## config.mk

```make
export PLATFORM = sky130hd
export DESIGN_NAME = sysctl_reset_nmi_safety
export DESIGN_NICKNAME = d
export VERILOG_FILES = /design/src/sysctl_reset_nmi_safety.v /design/src/watchdog_window.v
export VERILOG_INCLUDE_DIRS = /design/src
export SDC_FILE = /design/constraint.sdc
export NUM_CORES = 1
export LEC_CHECK = 0
export ABC_AREA = 1
export BUFFER_PORTS_ARGS = -buffer_cell sky130_fd_sc_hd__buf_2
export CAP_MARGIN = 20
export CELL_PAD_IN_SITES_DETAIL_PLACEMENT = 1
export CELL_PAD_IN_SITES_GLOBAL_PLACEMENT = 2
export CORE_UTILIZATION = 33
export CTS_CLUSTER_SIZE = 25
export DETAILED_ROUTE_END_ITERATION = 16
export PLACE_DENSITY_LB_ADDON = 0.1
export RECOVER_POWER = 50
export SLEW_MARGIN = 10
export SYNTH_ARGS = -nofsm -noshare
export SYNTH_HDL_FRONTEND = slang
export SYNTH_SLANG_ARGS = --single-unit
```

## constraint.sdc

```tcl
create_clock -name core_clk -period 2.17 [get_ports core_clk]
set_clock_uncertainty 0.05 [all_clocks]
set_input_delay 0.434 -clock core_clk [delete_from_list [all_inputs] [get_ports core_clk]]
set_output_delay 0.434 -clock core_clk [all_outputs]
set_load 0.01 [all_outputs]
```

## src/sysctl_map.vh

```
// Purpose: register offsets, field positions, reset values and timing counts
// Assumes: byte-addressed plain register port, word-aligned 8-bit offsets
// Notes: included by the safety control logic and its watchdog
`ifndef SYSCTL_MAP_VH
`define SYSCTL_MAP_VH

// ----------------------------------------------------------------------
// register offsets
// ----------------------------------------------------------------------
`define OFF_NMI_FLAG_SET    8'h00
`define OFF_NMI_FLAG_FORCE  8'h04
`define OFF_NMI_FLAG_CLEAR  8'h08
`define OFF_NMI_SHADOW      8'h0C
`define OFF_CLK_GATE        8'h10
`define OFF_CLK_GATE_LOCK   8'h14
`define OFF_SOFT_RESET      8'h18
`define OFF_SIM_RESET       8'h1C
`define OFF_RESET_CAUSE     8'h20
`define OFF_RESET_CAUSE_CLR 8'h24
`define OFF_MISSING_CLK     8'h28
`define OFF_PLL_CTRL        8'h2C
`define OFF_WD_CTRL         8'h30
`define OFF_WD_KEY          8'h34
`define OFF_WD_WINDOW       8'h38
`define OFF_IRQ_STATUS      8'h3C
`define OFF_IRQ_CLEAR       8'h40
`define OFF_IRQ_ENABLE      8'h44

// ----------------------------------------------------------------------
// nmi flag bits
// ----------------------------------------------------------------------
`define NMI_CLOCK_FAIL  0
`define NMI_MISSING_CLK 1
`define NMI_EXT_ERROR   2
`define NMI_WIDTH       3

// ----------------------------------------------------------------------
// reset cause bits
// ----------------------------------------------------------------------
`define CAUSE_POR      0
`define CAUSE_EXT_PIN  1
`define CAUSE_WATCHDOG 2
`define CAUSE_SIM_SYS  3
`define CAUSE_SIM_EXT  4
`define CAUSE_WIDTH    5

// ----------------------------------------------------------------------
// control fields and keys
// ----------------------------------------------------------------------
`define SIM_SYS_BIT     0
`define SIM_EXT_BIT     1
`define MCD_OSC_DISCONNECT_BIT_BIT  0
`define MCD_DISABLE_BIT 1
`define MCD_STATUS_BIT  2
`define PLL_LOCK_BIT    2
`define WD_INT_SEL_BIT  0
`define WD_DISABLE_BIT  1
`define WD_KEY_FIRST    8'h55
`define WD_KEY_SECOND   8'hAA
`define IRQ_NMI         0
`define IRQ_WD          1
`define IRQ_PLL_UNLOCK  2
`define IRQ_WIDTH       3

// ----------------------------------------------------------------------
// reset values and timing
// ----------------------------------------------------------------------
`define CLK_GATE_RST    16'h0000
`define WD_UPPER_RST    8'hFF
`define WD_LOWER_RST    8'h00
`define WARM_HOLD_CYC   4'h8
`define WD_PRESCALE     8'h40

`endif

```

## src/sysctl_reset_nmi_safety.v

```verilog
// Purpose: reset, nmi shadow, clock gate and safety test control
// Assumes: por_b is the cold reset, rst_b the warm device reset
// Notes: warm reset requests leave through warm_reset_req_r
//
// Local design decisions: the strobed register port and the register offsets.

`include "sysctl_map.vh"

module sysctl_reset_nmi_safety #(
  parameter N_PERIPH = 16,
  parameter WD_W = 8
) (
  input wire core_clk,
  input wire rst_b,
  input wire por_b,
  input wire [7:0] addr,
  input wire [31:0] wdata,
  input wire wr_en,
  input wire rd_en,
  output reg [31:0] rdata_r,
  input wire ext_pin_reset,
  input wire pll_ref_clk_lost,
  input wire pll_freq_drift,
  input wire pll_locked_raw,
  input wire critical_error,
  output wire [N_PERIPH-1:0] periph_clk_en,
  output wire [N_PERIPH-1:0] periph_reset,
  output reg warm_reset_req_r,
  output reg external_reset_pin_oe_r,
  output wire external_reset_pin_o,
  output wire pll_lock,
  output wire sysclk_on_pll,
  output wire error_status_pin,
  output wire nmi,
  output wire irq
);

  // ----------------------------------------------------------------------
  // registers
  // ----------------------------------------------------------------------
  reg [`NMI_WIDTH-1:0] nmi_flag_set_r;
  reg [`NMI_WIDTH-1:0] nmi_shadow_r;
  reg [N_PERIPH-1:0] periph_clock_gate_ctrl_r;
  reg gate_lock_r;
  reg [N_PERIPH-1:0] periph_soft_reset_ctrl_r;
  reg [`CAUSE_WIDTH-1:0] reset_cause_latch_r;
  reg osc_disconnect_r;
  reg mcd_disable_r;
  reg missing_clock_status_r;
  reg [1:0] pll_ctrl_r;
  reg pll_lock_r;
  reg wd_int_sel_r;
  reg wd_disable_r;
  reg [WD_W-1:0] wd_lower_r;
  reg [WD_W-1:0] wd_upper_r;
  reg [`IRQ_WIDTH-1:0] irq_status_r;
  reg [`IRQ_WIDTH-1:0] irq_enable_r;
  reg [3:0] warm_cnt_r;
  reg warm_pend_r;
  reg ext_pend_r;
  reg [1:0] pend_src_r;
  reg ext_seen_r;
  reg por_seen_r;

  wire wr_hit_force = wr_en && addr == `OFF_NMI_FLAG_FORCE;
  wire wr_hit_sim = wr_en && addr == `OFF_SIM_RESET;
  wire [`NMI_WIDTH-1:0] nmi_event;
  wire [`IRQ_WIDTH-1:0] irq_event;
  wire wd_irq;
  wire wd_reset;
  wire [WD_W-1:0] wd_count;
  wire mcd_trip = !mcd_disable_r && (osc_disconnect_r || pll_ref_clk_lost);

  // ----------------------------------------------------------------------
  // nmi flags and shadow
  // ----------------------------------------------------------------------
  // forced clock fail
  assign nmi_event[`NMI_CLOCK_FAIL] = wr_hit_force && wdata[`NMI_CLOCK_FAIL];
  assign nmi_event[`NMI_MISSING_CLK] = mcd_trip ||
    (wr_hit_force && wdata[`NMI_MISSING_CLK]);
  assign nmi_event[`NMI_EXT_ERROR] = critical_error ||
    (wr_hit_force && wdata[`NMI_EXT_ERROR]);

  // set wins over clear so no event is lost
  always @(posedge core_clk or negedge rst_b) begin
    if (!rst_b) begin
      nmi_flag_set_r <= {`NMI_WIDTH{1'b0}};
    end else begin
      nmi_flag_set_r <= (nmi_flag_set_r &
        ~((wr_en && addr == `OFF_NMI_FLAG_CLEAR) ?
          wdata[`NMI_WIDTH-1:0] : {`NMI_WIDTH{1'b0}})) | nmi_event;
    end
  end

  always @(posedge core_clk or negedge por_b) begin
    if (!por_b) begin
      nmi_shadow_r <= {`NMI_WIDTH{1'b0}};
    end else if (warm_pend_r && warm_cnt_r == 4'h0) begin
      nmi_shadow_r <= nmi_flag_set_r;
    end
  end

  assign nmi = |nmi_flag_set_r;
  assign error_status_pin = |nmi_flag_set_r;

  // ----------------------------------------------------------------------
  // peripheral gate and soft reset
  // ----------------------------------------------------------------------
  always @(posedge core_clk or negedge rst_b) begin
    if (!rst_b) begin
      periph_clock_gate_ctrl_r <= `CLK_GATE_RST;
      gate_lock_r <= 1'b0;
      periph_soft_reset_ctrl_r <= {N_PERIPH{1'b0}};
    end else begin
      if (wr_en && addr == `OFF_CLK_GATE && !gate_lock_r) begin
        periph_clock_gate_ctrl_r <= wdata[N_PERIPH-1:0];
      end
      // lock only clears by reset, a write of zero is ignored
      if (wr_en && addr == `OFF_CLK_GATE_LOCK && wdata[0]) begin
        gate_lock_r <= 1'b1;
      end
      if (wr_en && addr == `OFF_SOFT_RESET) begin
        periph_soft_reset_ctrl_r <= wdata[N_PERIPH-1:0];
      end
    end
  end

  genvar gi;
  generate
    for (gi = 0; gi < N_PERIPH; gi = gi + 1) begin : g_periph
      assign periph_clk_en[gi] = periph_clock_gate_ctrl_r[gi];
      assign periph_reset[gi] = periph_soft_reset_ctrl_r[gi];
    end
  endgenerate

  // ----------------------------------------------------------------------
  // simulated reset sequencing
  // ----------------------------------------------------------------------
  // software or watchdog reset request
  always @(posedge core_clk or negedge rst_b) begin
    if (!rst_b) begin
      warm_pend_r <= 1'b0;
      ext_pend_r <= 1'b0;
      pend_src_r <= 2'h0;
      warm_cnt_r <= 4'h0;
      warm_reset_req_r <= 1'b0;
      external_reset_pin_oe_r <= 1'b0;
    end else if (!warm_pend_r) begin
      if (wr_hit_sim && (wdata[`SIM_SYS_BIT] || wdata[`SIM_EXT_BIT])) begin
        warm_pend_r <= 1'b1;
        ext_pend_r <= wdata[`SIM_EXT_BIT];
        pend_src_r <= wdata[`SIM_EXT_BIT] ? 2'h2 : 2'h1;
      end else if (wd_reset) begin
        warm_pend_r <= 1'b1;
        pend_src_r <= 2'h3;
      end
    end else if (warm_cnt_r != `WARM_HOLD_CYC) begin
      // shadow copied at count zero, so reset lands after the snapshot
      warm_cnt_r <= warm_cnt_r + 4'h1;
    end else begin
      warm_reset_req_r <= 1'b1;
      external_reset_pin_oe_r <= ext_pend_r;
    end
  end

  assign external_reset_pin_o = 1'b0; // open drain, drives low only

  // ----------------------------------------------------------------------
  // reset cause latch
  // ----------------------------------------------------------------------
  // latch reset cause
  always @(posedge core_clk or negedge por_b) begin
    if (!por_b) begin
      reset_cause_latch_r <= {`CAUSE_WIDTH{1'b0}};
      ext_seen_r <= 1'b0;
      por_seen_r <= 1'b0;
    end else begin
      por_seen_r <= 1'b1;
      ext_seen_r <= ext_pin_reset;
      reset_cause_latch_r <= (reset_cause_latch_r &
        ~((wr_en && addr == `OFF_RESET_CAUSE_CLR) ?
          wdata[`CAUSE_WIDTH-1:0] : {`CAUSE_WIDTH{1'b0}})) |
        {warm_pend_r && warm_cnt_r == 4'h0 && pend_src_r == 2'h2,
         warm_pend_r && warm_cnt_r == 4'h0 && pend_src_r == 2'h1,
         warm_pend_r && warm_cnt_r == 4'h0 && pend_src_r == 2'h3,
         ext_pin_reset && !ext_seen_r,
         !por_seen_r};
    end
  end

  // ----------------------------------------------------------------------
  // missing clock and pll
  // ----------------------------------------------------------------------
  // detector on by default
  always @(posedge core_clk or negedge por_b) begin
    if (!por_b) begin
      mcd_disable_r <= 1'b0;
      osc_disconnect_r <= 1'b0;
      missing_clock_status_r <= 1'b0;
    end else begin
      if (wr_en && addr == `OFF_MISSING_CLK) begin
        osc_disconnect_r <= wdata[`MCD_OSC_DISCONNECT_BIT_BIT];
        mcd_disable_r <= wdata[`MCD_DISABLE_BIT];
      end
      if (mcd_trip) begin
        missing_clock_status_r <= 1'b1;
      end else if (wr_en && addr == `OFF_MISSING_CLK &&
                   wdata[`MCD_STATUS_BIT]) begin
        missing_clock_status_r <= 1'b0;
      end
    end
  end

  always @(posedge core_clk or negedge rst_b) begin
    if (!rst_b) begin
      pll_ctrl_r <= 2'h0;
      pll_lock_r <= 1'b0;
    end else begin
      if (wr_en && addr == `OFF_PLL_CTRL) begin
        pll_ctrl_r <= wdata[1:0];
      end
      pll_lock_r <= pll_ctrl_r[0] && pll_locked_raw && !pll_freq_drift;
    end
  end

  assign pll_lock = pll_lock_r;
  assign sysclk_on_pll = pll_ctrl_r[1] && pll_lock_r;

  // ----------------------------------------------------------------------
  // watchdog
  // ----------------------------------------------------------------------
  always @(posedge core_clk or negedge rst_b) begin
    if (!rst_b) begin
      wd_int_sel_r <= 1'b0;
      wd_disable_r <= 1'b0;
      wd_lower_r <= `WD_LOWER_RST;
      wd_upper_r <= `WD_UPPER_RST;
    end else begin
      if (wr_en && addr == `OFF_WD_CTRL) begin
        wd_int_sel_r <= wdata[`WD_INT_SEL_BIT];
        wd_disable_r <= wdata[`WD_DISABLE_BIT];
      end
      if (wr_en && addr == `OFF_WD_WINDOW) begin
        wd_lower_r <= wdata[WD_W-1:0];
        wd_upper_r <= wdata[WD_W+15:16];
      end
    end
  end

  watchdog_window #(.CNT_W(WD_W)) watchdog_window_i (
    .core_clk(core_clk),
    .rst_b(rst_b),
    .enable(!wd_disable_r),
    .key_wr(wr_en && addr == `OFF_WD_KEY),
    .key_data(wdata[7:0]),
    .lower(wd_lower_r),
    .upper(wd_upper_r),
    .int_select(wd_int_sel_r),
    .wd_irq_r(wd_irq),
    .wd_reset_r(wd_reset),
    .count(wd_count)
  );

  // ----------------------------------------------------------------------
  // interrupt status
  // ----------------------------------------------------------------------
  reg pll_lock_r_d;
  assign irq_event = {pll_lock_r && !pll_lock_r_d, wd_irq, |nmi_event};

  // set wins over clear
  always @(posedge core_clk or negedge rst_b) begin
    if (!rst_b) begin
      irq_status_r <= {`IRQ_WIDTH{1'b0}};
      irq_enable_r <= {`IRQ_WIDTH{1'b0}};
      pll_lock_r_d <= 1'b0;
    end else begin
      pll_lock_r_d <= pll_lock_r;
      if (wr_en && addr == `OFF_IRQ_ENABLE) begin
        irq_enable_r <= wdata[`IRQ_WIDTH-1:0];
      end
      irq_status_r <= (irq_status_r &
        ~((wr_en && addr == `OFF_IRQ_CLEAR) ?
          wdata[`IRQ_WIDTH-1:0] : {`IRQ_WIDTH{1'b0}})) | irq_event;
    end
  end

  assign irq = |(irq_status_r & irq_enable_r);

  // ----------------------------------------------------------------------
  // read mux, unmapped and write-only offsets read zero
  // ----------------------------------------------------------------------
  always @(posedge core_clk or negedge rst_b) begin
    if (!rst_b) begin
      rdata_r <= 32'h00000000;
    end else if (rd_en) begin
      case (addr)
        `OFF_NMI_FLAG_SET: rdata_r <= {29'h0, nmi_flag_set_r};
        `OFF_NMI_SHADOW: rdata_r <= {29'h0, nmi_shadow_r};
        `OFF_CLK_GATE: rdata_r <= {{(32-N_PERIPH){1'b0}},
                                   periph_clock_gate_ctrl_r};
        `OFF_CLK_GATE_LOCK: rdata_r <= {31'h0, gate_lock_r};
        `OFF_SOFT_RESET: rdata_r <= {{(32-N_PERIPH){1'b0}},
                                     periph_soft_reset_ctrl_r};
        `OFF_RESET_CAUSE: rdata_r <= {27'h0, reset_cause_latch_r};
        `OFF_MISSING_CLK: rdata_r <= {29'h0, missing_clock_status_r,
                                      mcd_disable_r, osc_disconnect_r};
        `OFF_PLL_CTRL: rdata_r <= {29'h0, pll_lock_r, pll_ctrl_r};
        `OFF_WD_CTRL: rdata_r <= {{(24-WD_W){1'b0}}, wd_count,
                                  6'h00, wd_disable_r, wd_int_sel_r};
        `OFF_WD_WINDOW: rdata_r <= {{(16-WD_W){1'b0}}, wd_upper_r,
                                    {(16-WD_W){1'b0}}, wd_lower_r};
        `OFF_IRQ_STATUS: rdata_r <= {29'h0, irq_status_r};
        `OFF_IRQ_ENABLE: rdata_r <= {29'h0, irq_enable_r};
        default: rdata_r <= 32'h00000000;
      endcase
    end else begin
      rdata_r <= 32'h00000000;
    end
  end

endmodule // sysctl_reset_nmi_safety

```

## src/watchdog_window.v

```verilog
// Purpose: internal windowed watchdog with interrupt or reset response
// Assumes: key writes arrive as single-cycle strobes
// Notes: counter runs from zero upward after each good service

`include "sysctl_map.vh"

module watchdog_window #(
  parameter CNT_W = 8
) (
  input wire core_clk,
  input wire rst_b,
  input wire enable,
  input wire key_wr,
  input wire [7:0] key_data,
  input wire [CNT_W-1:0] lower,
  input wire [CNT_W-1:0] upper,
  input wire int_select,
  output reg wd_irq_r,
  output reg wd_reset_r,
  output wire [CNT_W-1:0] count
);

  reg [7:0] pre_r;
  reg [CNT_W-1:0] cnt_r;
  reg armed_r;
  wire tick = (pre_r == `WD_PRESCALE - 8'h01);
  wire early = key_wr && key_data == `WD_KEY_SECOND && armed_r &&
               cnt_r < lower;
  wire bad_key = key_wr && key_data != `WD_KEY_FIRST &&
                 key_data != `WD_KEY_SECOND;
  wire expired = tick && (cnt_r >= upper);
  wire fail = enable && (early || bad_key || expired);

  assign count = cnt_r;

  // ----------------------------------------------------------------------
  // counting and servicing
  // ----------------------------------------------------------------------
  // window service check
  always @(posedge core_clk or negedge rst_b) begin
    if (!rst_b) begin
      pre_r <= 8'h00;
      cnt_r <= {CNT_W{1'b0}};
      armed_r <= 1'b0;
    end else begin
      pre_r <= tick ? 8'h00 : pre_r + 8'h01;
      if (!enable || fail) begin
        cnt_r <= {CNT_W{1'b0}};
        armed_r <= 1'b0;
      end else if (key_wr && key_data == `WD_KEY_FIRST) begin
        armed_r <= 1'b1;
      end else if (key_wr && key_data == `WD_KEY_SECOND && armed_r) begin
        cnt_r <= {CNT_W{1'b0}}; // good service inside window
        armed_r <= 1'b0;
      end else if (tick) begin
        cnt_r <= cnt_r + {{(CNT_W-1){1'b0}}, 1'b1};
      end
    end
  end

  always @(posedge core_clk or negedge rst_b) begin
    if (!rst_b) begin
      wd_irq_r <= 1'b0;
      wd_reset_r <= 1'b0;
    end else begin
      wd_irq_r <= fail && int_select;
      wd_reset_r <= fail && !int_select;
    end
  end

endmodule // watchdog_window
```

Word level (Yosys, flattened, before mapping)
Index checks and enable logic that the tools add are counted.
{"block": "totals", "reg_bits": 138, "latchBits": 0, "ramBits": 0, "romBits": 0, "inputBits": 50, "out_inout_bits": 72, "mem_count": 0}
{"block": "classes", "n_addsub": 3, "mul": 0, "n_div": 0, "n_lt_le_gt_ge": 2, "eq_ne": 27, "shifts": 0, "n_mux": 21, "bitwise": 12, "reduce_logical": 70}
{"op": "$pmux W24 S12", "count": 1}
{"op": "$eq A8 B6 Y1 const B", "count": 9}
{"op": "$logic_and A1 B1 Y1", "count": 41}
{"op": "$mux W8", "count": 5}
{"op": "$eq A8 B5 Y1 const B", "count": 4}
{"op": "$mux W32", "count": 1}
{"op": "$eq A8 B7 Y1 const B", "count": 3}
{"op": "$add A8 B1 Y8 const B", "count": 2}
{"op": "$eq A8 B4 Y1 const B", "count": 2}
{"op": "$reduce_and A2 Y1", "count": 5}
{"op": "$and A3 B3 Y3", "count": 3}
{"op": "$reduce_or A3 Y1", "count": 3}
{"op": "$eq A8 B3 Y1 const B", "count": 1}
{"op": "$eq A8 B8 Y1 const B", "count": 1}
{"op": "$ge A8 B8 Y1", "count": 1}
{"op": "$logic_not A1 Y1", "count": 8}
{"op": "$logic_not A8 Y1", "count": 1}
{"op": "$lt A8 B8 Y1", "count": 1}
{"op": "$mux W1", "count": 8}
{"op": "$ne A8 B7 Y1 const B", "count": 1}
{"op": "$ne A8 B8 Y1 const B", "count": 1}
{"op": "$logic_or A1 B1 Y1", "count": 7}
{"op": "$mux W2", "count": 3}
{"op": "$mux W3", "count": 2}
{"op": "15 further kinds", "count": 21}

Longest topological paths before layout
Gate-level depths: netlist (run 1).
{"block": "logic_depth", "ltp_word": 11, "mapped_depth": 16, "depth_no_buf": 16}

Modules after synthesis
From an unflattened synthesis (run 1), not the netlist that was laid out.
{"block": "hier_totals", "hier_cells": 825, "hier_area_um2": 6809.0}
{"mod": "sysctl_reset_nmi_safety", "instances": 1, "cells_each": 618, "area_each_um2": 5282.6, "seq_area_each_um2": 2787.7}
{"mod": "watchdog_window", "instances": 1, "cells_each": 207, "area_each_um2": 1526.5, "seq_area_each_um2": 475.5}

Worst setup path before layout (run 1)
Ideal clock, no wire load.
{"block": "synth_timing", "kind": "flip-flop to flip-flop", "from": "register wd_upper_r[3]", "to": "register watchdog_window_i.cnt_r[5], in the netlist watchdog_window_i.count[5]", "setup_time_ps": 65, "arrival_time_ps": 1807, "required_time_ps": 2055, "slack_ps": 248, "stages_incl_launch_ff": 16, "path_buffers": 0, "period_less_slack_ps": 1922, "cell_sequence": "dfstp_2 inv_1 ha_1 nand2_1 nor2_1 nor2_1 nand2_1 nand2_1 nand2_1 nand2_1 nand2_4 nor2_8 nand4_4 nand2_4 nand2_1 nand2_1"}
{"block": "synth_via", "elab_chain_cells": 7}
{"item": "start: declaration", "line": "sysctl_reset_nmi_safety.v:55", "rtl": "reg [WD_W-1:0] wd_upper_r;"}
{"item": "start signal: assignment", "line": "sysctl_reset_nmi_safety.v:237", "rtl": "wd_upper_r <= `WD_UPPER_RST;"}
{"item": "start signal: assignment", "line": "sysctl_reset_nmi_safety.v:245", "rtl": "wd_upper_r <= wdata[WD_W+15:16];"}
{"item": "$ge A8 B8 Y1 (*)", "line": "watchdog_window.v:31", "rtl": "wire expired = tick && (cnt_r >= upper);"}
{"item": "$logic_and A1 B1 Y1 (*)", "line": "watchdog_window.v:31"}
{"item": "$logic_or A1 B1 Y1 (*)", "line": "watchdog_window.v:32", "rtl": "wire fail = enable && (early || bad_key || expired);"}
{"item": "$logic_and A1 B1 Y1 (*)", "line": "watchdog_window.v:32"}
{"item": "$logic_or A1 B1 Y1 (*)", "line": "watchdog_window.v:47", "rtl": "if (!enable || fail) begin"}
{"item": "$ne A2 B1 Y1 (no line) or $reduce_bool A3 Y1 (tied branches)"}
{"item": "$reduce_and A2 Y1 (no line)"}
{"item": "end signal: assignment", "line": "watchdog_window.v:48", "rtl": "cnt_r <= {CNT_W{1'b0}};"}
{"item": "end signal: assignment", "line": "watchdog_window.v:53", "rtl": "cnt_r <= {CNT_W{1'b0}};"}
{"item": "end signal: assignment", "line": "watchdog_window.v:56", "rtl": "cnt_r <= cnt_r + {{(CNT_W-1){1'b0}}, 1'b1};"}
{"item": "end: declaration", "line": "watchdog_window.v:24", "rtl": "reg [CNT_W-1:0] cnt_r;"}
Every way passes the cells marked *; elsewhere a longest branch is shown, timed or not.
A chain may end at the register's enable or synchronous reset.

Worst setup path in the final report (run 1)
{"block": "layout_timing", "from": "register wd_upper_r[7]", "to": "register watchdog_window_i.cnt_r[6], in the netlist watchdog_window_i.count[6]"}
The elaborated chain is that of the path after synthesis.

==> summary by stage, run 1 <==
Synthesis
A synthesized cell averages about 9 sq um. The part of the Yosys area used for sequential elements is about half. Yosys printed 0 warnings. The primary flip-flop cell chosen by synthesis mapping is dfrtp_1. Counting every instance in the synthesized netlist gives between 700 and 800.

The synthesized netlist occupies a cell area of approximately 6300 sq um. Synthesis instantiated 48 different standard cells from the library. Counting flops with a built-in enable in the synthesized netlist gives 0. The share of synthesized flip-flops with an asynchronous set or reset is between 90% and 100%. Synthesis inferred 130 register bits.

Routing
The met3 wire length is 646 microns. The detail-routed net length per standard cell is around 17 microns. In the routed design, unresolved DRC markers number 0. In the final routing, the length of wire on met1 measures ~9.1 mm. In this run the remaining antenna-violating nets after routing total 0. The routed design uses slightly above 9 mm of met2 wire. The count of TritonRoute iterations in the first routing pass is 4. The via density per instance is between 4 and 5.

The via count of the routed design is 5,440. After the first detailed-routing iteration, the DRC count stood at ~180. Routed signal wires occupy layers up through met4. The routed wire length is roughly 19 mm.

Worst setup path
The type of element capturing the critical path is a flop. In this run the worst path has a maximum fanout of 6. The nature of the critical path startpoint is a flop. The worst setup path is of the reg2reg kind. The critical path data required time is approximately 2.4 ns.

Data arrives at the worst endpoint at about 2.5 ns.

Finish
The count of antenna diodes in the layout is 0. The multi-input combinational cells in the finished layout cover a total of 2700 sq um. Cells with a size suffix above 1 make up between 20% and 30% of the layout. From synthesis to final layout, the design area changed by 28.4%. Across the whole layout, storage elements account for about 3300 sq um. The count of fill cells added during filler insertion is between 2k and 2.5k.

The final net count is between 900 and 1k.

STA
The number of endpoints with negative hold slack in the final report was 0. The number of pins with negative max-slew slack in the final report was 0. The transition time of the tightest slew-check pin is 1.08 ns. The share of the clock period used by the worst path is 101%.

Measured against its own limit, the worst slew margin works out to 27.7%. Based on the critical path, the design can be clocked at up to 455 MHz. The smallest hold slack is roughly 0.097 ns. The setup TNS is -0.0707 ns. Setup repair after global routing could not meet its margin everywhere. The clock period minus worst slack is 2.20 ns. Setup violations remaining at the end of the flow were counted as 6. Setup slack on the critical path of the routed design comes to -0.0264 ns.

GRT
The first global-routing pass estimated approximately 31 mm of wire. After global routing the overflow that remains totals 0. Global routing used between 20 and 25% of the available tracks across all layers.

The via count of the first global-routing pass is 5,775. The number of antenna violations at the first check in global routing is 0. The maximum number of pins on one net before global-route repair is 39.

Clocking
The maximum count of clock buffers along a single path is 2. The master cell of the clock root buffer is clkbuf_16. The clock sink count is 130. The number of clock buffers added by TritonCTS is 17. TritonCTS built the clock tree. After clock tree synthesis, the clock-pin slew on the worst setup and hold paths is around 0.06 ns. The clock network latency to the later pin of the worst-skew pair is 0.41 ns. CTS built an H-tree with a depth of 4.

Floorplanning
The area of the core is between 15,000 and 20,000 sq um. The floorplan step set the die height to approximately 140 microns. Row generation in the floorplan step produced 50 rows. The die covers between 15,000 and 20,000 sq um. The initial utilization of the core area, before any placement, comes to 33.8%. about 120 I/O pins were placed.

From left edge to right edge, the die measures about 140 microns.

Flow run
The number of maximum-capacitance constraint violations is 0.

Placement
The final weighted congestion in routability-driven placement is approximately 0.84. The number of buffers added on ports is between 100 and 150. The half-perimeter wire length after placement is between 10 and 15 mm.

Power and ir drop
The static leakage is between 4 and 5 nW. For this design the ratio of total power to cell area is 760 nW/um^2. The largest voltage drop on the vdd net is roughly 500 uV.

Run status
The final reports fail on setup timing. The flow ran to the end, but the final reports show violations.

Worst hold path
The path class of the tightest hold or removal check is in2reg.
cell type report:
type                            count  share of cell area (%)
Sequential cell                   130                    40.1
Multi-Input combinational cell    478                    33.2
Timing Repair Buffer              150                    11.0
Clock buffer                       19                    5.56
Inverter                          101                    4.66
Tap cell                          234                    3.60
Clock inverter                     13                    1.95
synthesized netlist by cell type, types with 3 or more instances:
master,instances,area share (%)
a21oi_1,21,1.7
a31oi_1,3,0.30
buf_2,5,0.39
buf_4,11,1.3
clkbuf_1,5,0.30
dfrtp_1,122,48
dfstp_2,8,3.3
ha_1,19,3.7
inv_1,93,5.5
inv_2,7,0.41
mux2_1,6,1.1
mux2_2,3,0.53
nand2_1,181,11
nand2_2,5,0.49
nand3_1,26,2.1
nand3_2,5,0.79
nand3b_1,3,0.35
nand4_1,9,0.89
nor2_1,42,2.5
nor2_2,9,0.89
nor3_1,14,1.1
o211ai_1,4,0.47
o21a_1,3,0.35
o21ai_0,72,5.7
o221ai_1,6,0.83
o22ai_1,3,0.30
xnor2_1,4,0.55
xor2_1,6,0.83
state kept, by name, indices dropped and copies added (netlist names), 2 cells and up:
signal,count
irq_enable_r,3
irq_status_r,3
nmi_flag_set_r,3
nmi_shadow_r,3
pend_src_r,2
periph_clk_en,16
periph_reset,16
pll_ctrl_r,2
rdata_r,24
reset_cause_latch_r,5
warm_cnt_r,4
watchdog_window_i.count,8
watchdog_window_i.pre_r,8
wd_lower_r,8
wd_upper_r,8
per-layer routing:
layer,track usage (%),up-vias
met2,34.7,115
met1,27.5,2672
met4,6.01,0
li1,-,2638
met3,3.53,15
met5,0,-
worst paths after layout:
check | slack, ns | startpoint | to | cells past startpoint
max | -0.03 | wd_upper_r[7] | watchdog_window_i.count[6] | 12
min | 0.1 | ext_pin_reset | ext_seen_r | 1
max reg2reg | -0.03 | wd_upper_r[7] | watchdog_window_i.count[6] | 12
min reg2reg | 0.36 | por_seen_r | reset_cause_latch_r[0] | 1
max in group asynchronous | 0.26 | rst_b | ext_pend_r | 3
min in group asynchronous | 0.56 | por_b | mcd_disable_r | 2
kinds of logic after synthesis:
| group | synth area share (%) |
|---|---|
| flops | 51.4 |
| fa+ha+maj | 3.75 |
| buf+inv | 8.26 |
| xor+xnor | 1.38 |
| mux | 1.60 |
| other cells | 0.118 |
| simple gates | 22.8 |
| compound gates | 10.7 |
critical path: stages (launching register included):
cell,delay [ns]
dfstp_2,0.52
inv_1,0.06
ha_1,0.30
a21oi_2,0.13
o21a_1,0.15
nand2_2,0.07
nand2_2,0.08
nand2_4,0.07
nor2_8,0.17
nand3_4,0.16
buf_6,0.19
nand3_1,0.07
nand2_1,0.06
power breakdown:
group	internal, mW	total, mW	switching (mW)
Clock	1.87	2.96	1.09
Combinational	0.245	0.652	0.406
Sequential	2.52	2.58	0.0565
cells in the final DEF, fill, tap and decap left out, types with 4 or more instances in the layout:
cell type	netlist	final
a21oi_1	21	19
dfrtp_1	122	122
o221ai_1	6	6
nor2_1	42	39
nor2_2	9	11
o211ai_1	4	4
nand2_1	181	176
nand3_1	26	25
xnor2_1	4	4
dfstp_2	8	8
buf_2	5	93
nor3_1	14	14
clkbuf_1	5	13
nand3_2	5	6
nand4_1	9	9
ha_1	19	16
o21ai_0	72	72
mux2_1	6	6
inv_1	93	90
xor2_1	6	6
inv_2	7	10
conb_1	2	10
nand2_2	5	8
buf_4	11	36
clkinv_2	0	4
clkbuf_16	0	17
what timing repair did:
action	CTS	global route
hold buffers	2	0
setup endpoints to repair	8	8
gates resized for setup	4	27
pin swaps	2	12
setup buffers	0	4
gates cloned	1	0
hold endpoints to repair	29	0
stage by stage:
step                      cell area [sq um]  util, %  setup slack, ns  total power [mW]  instances
after floorplan                        6370        -            0.248              2.90        732
after global placement                 7400     39.4           0.0327              3.20       1086
after detailed placement               7400     39.4          -0.0261              3.23       1086
after CTS                              8050     42.9           0.0115              6.22       1121
after global routing                   8140     43.4           -0.121              6.46       1125
final                                  8140     43.4          -0.0264              6.19       1125
Power figures use the tool's default switching activity.
==> inputs of run 2 (changes only) <==
--- a/config.mk
+++ b/config.mk
@@ -7,13 +7,13 @@
 export NUM_CORES = 1
 export LEC_CHECK = 0
 export ABC_AREA = 1
-export BUFFER_PORTS_ARGS = -buffer_cell sky130_fd_sc_hd__buf_2
 export CAP_MARGIN = 20
 export CELL_PAD_IN_SITES_DETAIL_PLACEMENT = 1
 export CELL_PAD_IN_SITES_GLOBAL_PLACEMENT = 2
-export CORE_UTILIZATION = 33
+export CORE_UTILIZATION = 38
 export CTS_CLUSTER_SIZE = 25
 export DETAILED_ROUTE_END_ITERATION = 16
+export DONT_BUFFER_PORTS = 1
 export PLACE_DENSITY_LB_ADDON = 0.1
 export RECOVER_POWER = 50
 export SLEW_MARGIN = 10
==> summary by stage, run 2 (synthesis results as in run 1) <==
Run status
Outcome: complete, but fails checks (unchanged). Violations in the final reports: hold timing (was setup timing).

Finish
The final net count is 828 (was 947). The utilization of the core after routing is 45.9% (was 43.4%). Commonest cells after routing, fill and taps aside: 174 x nand2_1, 122 x dfrtp_1, 91 x inv_1, 72 x o21ai_0, 46 x nor2_1 (was 176 x nand2_1, 122 x dfrtp_1, 93 x buf_2, 90 x inv_1, 72 x o21ai_0). The area of all placed cells without fillers is 7400 sq um (was 8140 sq um). The flip-flop count of the largest register after layout is 24 (unchanged).

The fraction of final layout cells sized beyond drive strength 1 is 14.9% (was 26.3%). The count of fill cells added during filler insertion was 1,893 (was 2,253). The area added between synthesis and finish was 16.6% (was 28.4%). The register containing the most flip-flops in the final layout is rdata_r (unchanged). The count of antenna diodes in the layout is 0 (unchanged).

The most common cell after layout, fill and taps aside is nand2_1 (unchanged).

GRT
The maximum number of pins on one net before global-route repair is 118 (was 39). The remaining global-route overflow came to 0 (unchanged). The global-route total usage across every layer is 22.3% (was 20.7%). The first-pass GRT wire length is 29.4 mm (was 31.5 mm). The via count of the first global-routing pass is 5,275 (was 5,775). The number of antenna violations at the first check in global routing came to 0 (unchanged).

Routing
The remaining design rule violation count is 0 (unchanged). The via density per instance is 5.10 (was 4.84). The via count of the routed design came to 5,037 (was 5,440). The number of DRC markers after the initial detailed-route iteration is 177 (was 182). The count of TritonRoute iterations in the first routing pass is 4 (unchanged). The routed wire length is 18.3 mm (was 19.3 mm). The number of antenna-violating nets in the routed design was 0 (unchanged).

The detail-routed net length per standard cell is 18.5 microns (was 17.1 microns).

Floorplanning
The horizontal die dimension is 131 microns (was 141 microns). The initial cell density of the core is 39.4% (was 33.8%). The die span in y is 131 microns (was 141 microns).

The overall die area is 17,200 sq um (was 19,800 sq um). The number of top-level pins is 122 (unchanged). The area of the core is 16,100 sq um (was 18,800 sq um). The number of standard-cell rows in the floorplan was 46 (was 50).

STA
The headroom to the max-slew limit was 57.4% (was 27.7%). Unrepaired setup endpoints after global routing: true (unchanged). The final-report setup violation count is 0 (was 6). The smallest hold slack was -0.336 ns (was 0.0971 ns). The setup TNS is 0 ns (was -0.0707 ns).

The share of the clock period used by the worst path is 98.5% (was 101%). The clock period minus worst slack is 2.14 ns (was 2.20 ns). The number of pins with negative max-slew slack in the final report is 0 (unchanged).

The number of endpoints with negative hold slack in the final report was 117 (was 0). The worst setup slack after layout is 0.0329 ns (was -0.0264 ns). The transition time of the tightest slew-check pin is 0.635 ns (was 1.08 ns). The fmax was 468 MHz (was 455 MHz).

Clocking
The maximum count of clock buffers along a single path came to 2 (unchanged). The clock sink count is 130 (unchanged). The CTS tree is done (unchanged).

The master cell of the clock root buffer is clkbuf_16 (unchanged). The total of hold buffers inserted after clock tree synthesis is 2 (unchanged). The number of levels the H-tree was split into came to 4 (unchanged). The clock network latency to the later pin of the worst-skew pair was 0.41 ns (about the same). The clock transition at the register clock pins on the worst setup and hold paths after CTS was 0.06 ns (about the same).

The total clock buffers created by CTS was 17 (unchanged).

Worst hold path
The kind of path behind the tightest hold check is in2async (was in2reg).

Power and ir drop
The static leakage was 3.67 nW (was 4.20 nW). The largest voltage drop on the vdd net was 534 uV (was 501 uV). The power density over the cells is 796 nW/um^2 (was 760 nW/um^2).

Flow run
The number of maximum-capacitance constraint violations came to 0 (unchanged).

Placement
The setup slack after placement is -0.0225 ns (was -0.0261 ns). The number of buffers added on ports was 0 (was 104). The final weighted congestion in routability-driven placement is 0.835 (was 0.838).

The half-perimeter wire length after placement is 13.2 mm (was 14.5 mm). The post-detailed-placement cell area is 6710 sq um (was 7400 sq um).

Worst setup path
The critical path data required time is 2.47 ns (was 2.42 ns). The top fanout value on the critical path is 8 (was 6). The kind of critical path was reg2reg (unchanged). The data arrival time at the worst-slack endpoint is 2.44 ns (was 2.45 ns).

The nature of the critical path startpoint is a flop (unchanged). The type of element capturing the critical path is a flop (unchanged).
run 2: cell types whose count changed in the layout (fill, tap and decap cells not counted), sizes merged:
cell,delta
buf,-109
bufinv,-1
clkbuf,-11
clkinvlp,+1
nand3,+1
run 2: layer usage:
metal | part of all wire, % | global-route usage [%]
met1 | 45 | 28.0
met2 | 49 | 37.1
met3 | 5.0 | 5.71
met4 | 1.6 | 7.32
met5 | 0 | 0
run 2: stage by stage:
stage | instances | power (mW)
6_report | 988 | 5.89
5_1_grt | 988 | 6.11
4_1_cts | 986 | 5.90
3_5_place_dp | 949 | 3.06
3_3_place_gp | 949 | 3.04
2_1_floorplan | 732 | 2.90
run 2: cell type report:
cell class,instances,area [sq um],area share [%]
Multi-Input combinational cell,479,2660,36.0
Timing Repair Buffer,30,245,3.31
Tap cell,216,270,3.65
Clock inverter,13,136,1.84
Clock buffer,19,443,5.99
Sequential cell,130,3260,44.1
Inverter,101,379,5.12
run 2: where the power goes:
part	leakage [nW]	switching, mW	internal [mW]
logic	1.84	0.281	0.184
registers	1.56	0.0770	2.52
clock network	0.275	1.11	1.72
total	3.67	1.46	4.42
run 2: timing repair:
| action | CTS | global route |
|---|---|---|
| endpoints found under the setup margin | 8 | 9 |
| resized for setup | 1 | 14 |
| buffers inserted | 1 | 2 |
| gates cloned | 2 | 0 |
| pin swaps | 2 | 11 |
| endpoints found under the hold margin | 131 | 117 |
run 2: critical path: stages (launching register included):
cell and delay (ns):
dfstp_2 0.51, inv_1 0.06, ha_1 0.29, a21oi_1 0.15
o21a_1 0.15, nand2_2 0.07, nand2_2 0.08, nand2_4 0.07
nor2_8 0.20, nand4_4 0.16, nand2_4 0.17, nand2_1 0.07
nand2_1 0.06
run 2: path summary, 6_finish.rpt:
path | slack, ns | end | cells after the start | startpoint
max | 0.03 | watchdog_window_i.count[5] | 12 | wd_upper_r[7]
min | -0.34 | rdata_r[13] | 0 | rst_b
max reg2reg | 0.03 | watchdog_window_i.count[5] | 12 | wd_upper_r[7]
min reg2reg | 0.36 | reset_cause_latch_r[0] | 1 | por_seen_r
max in group asynchronous | 1.26 | reset_cause_latch_r[4] | 1 | por_b
min in group core_clk | 0.02 | pll_lock | 1 | pll_freq_drift
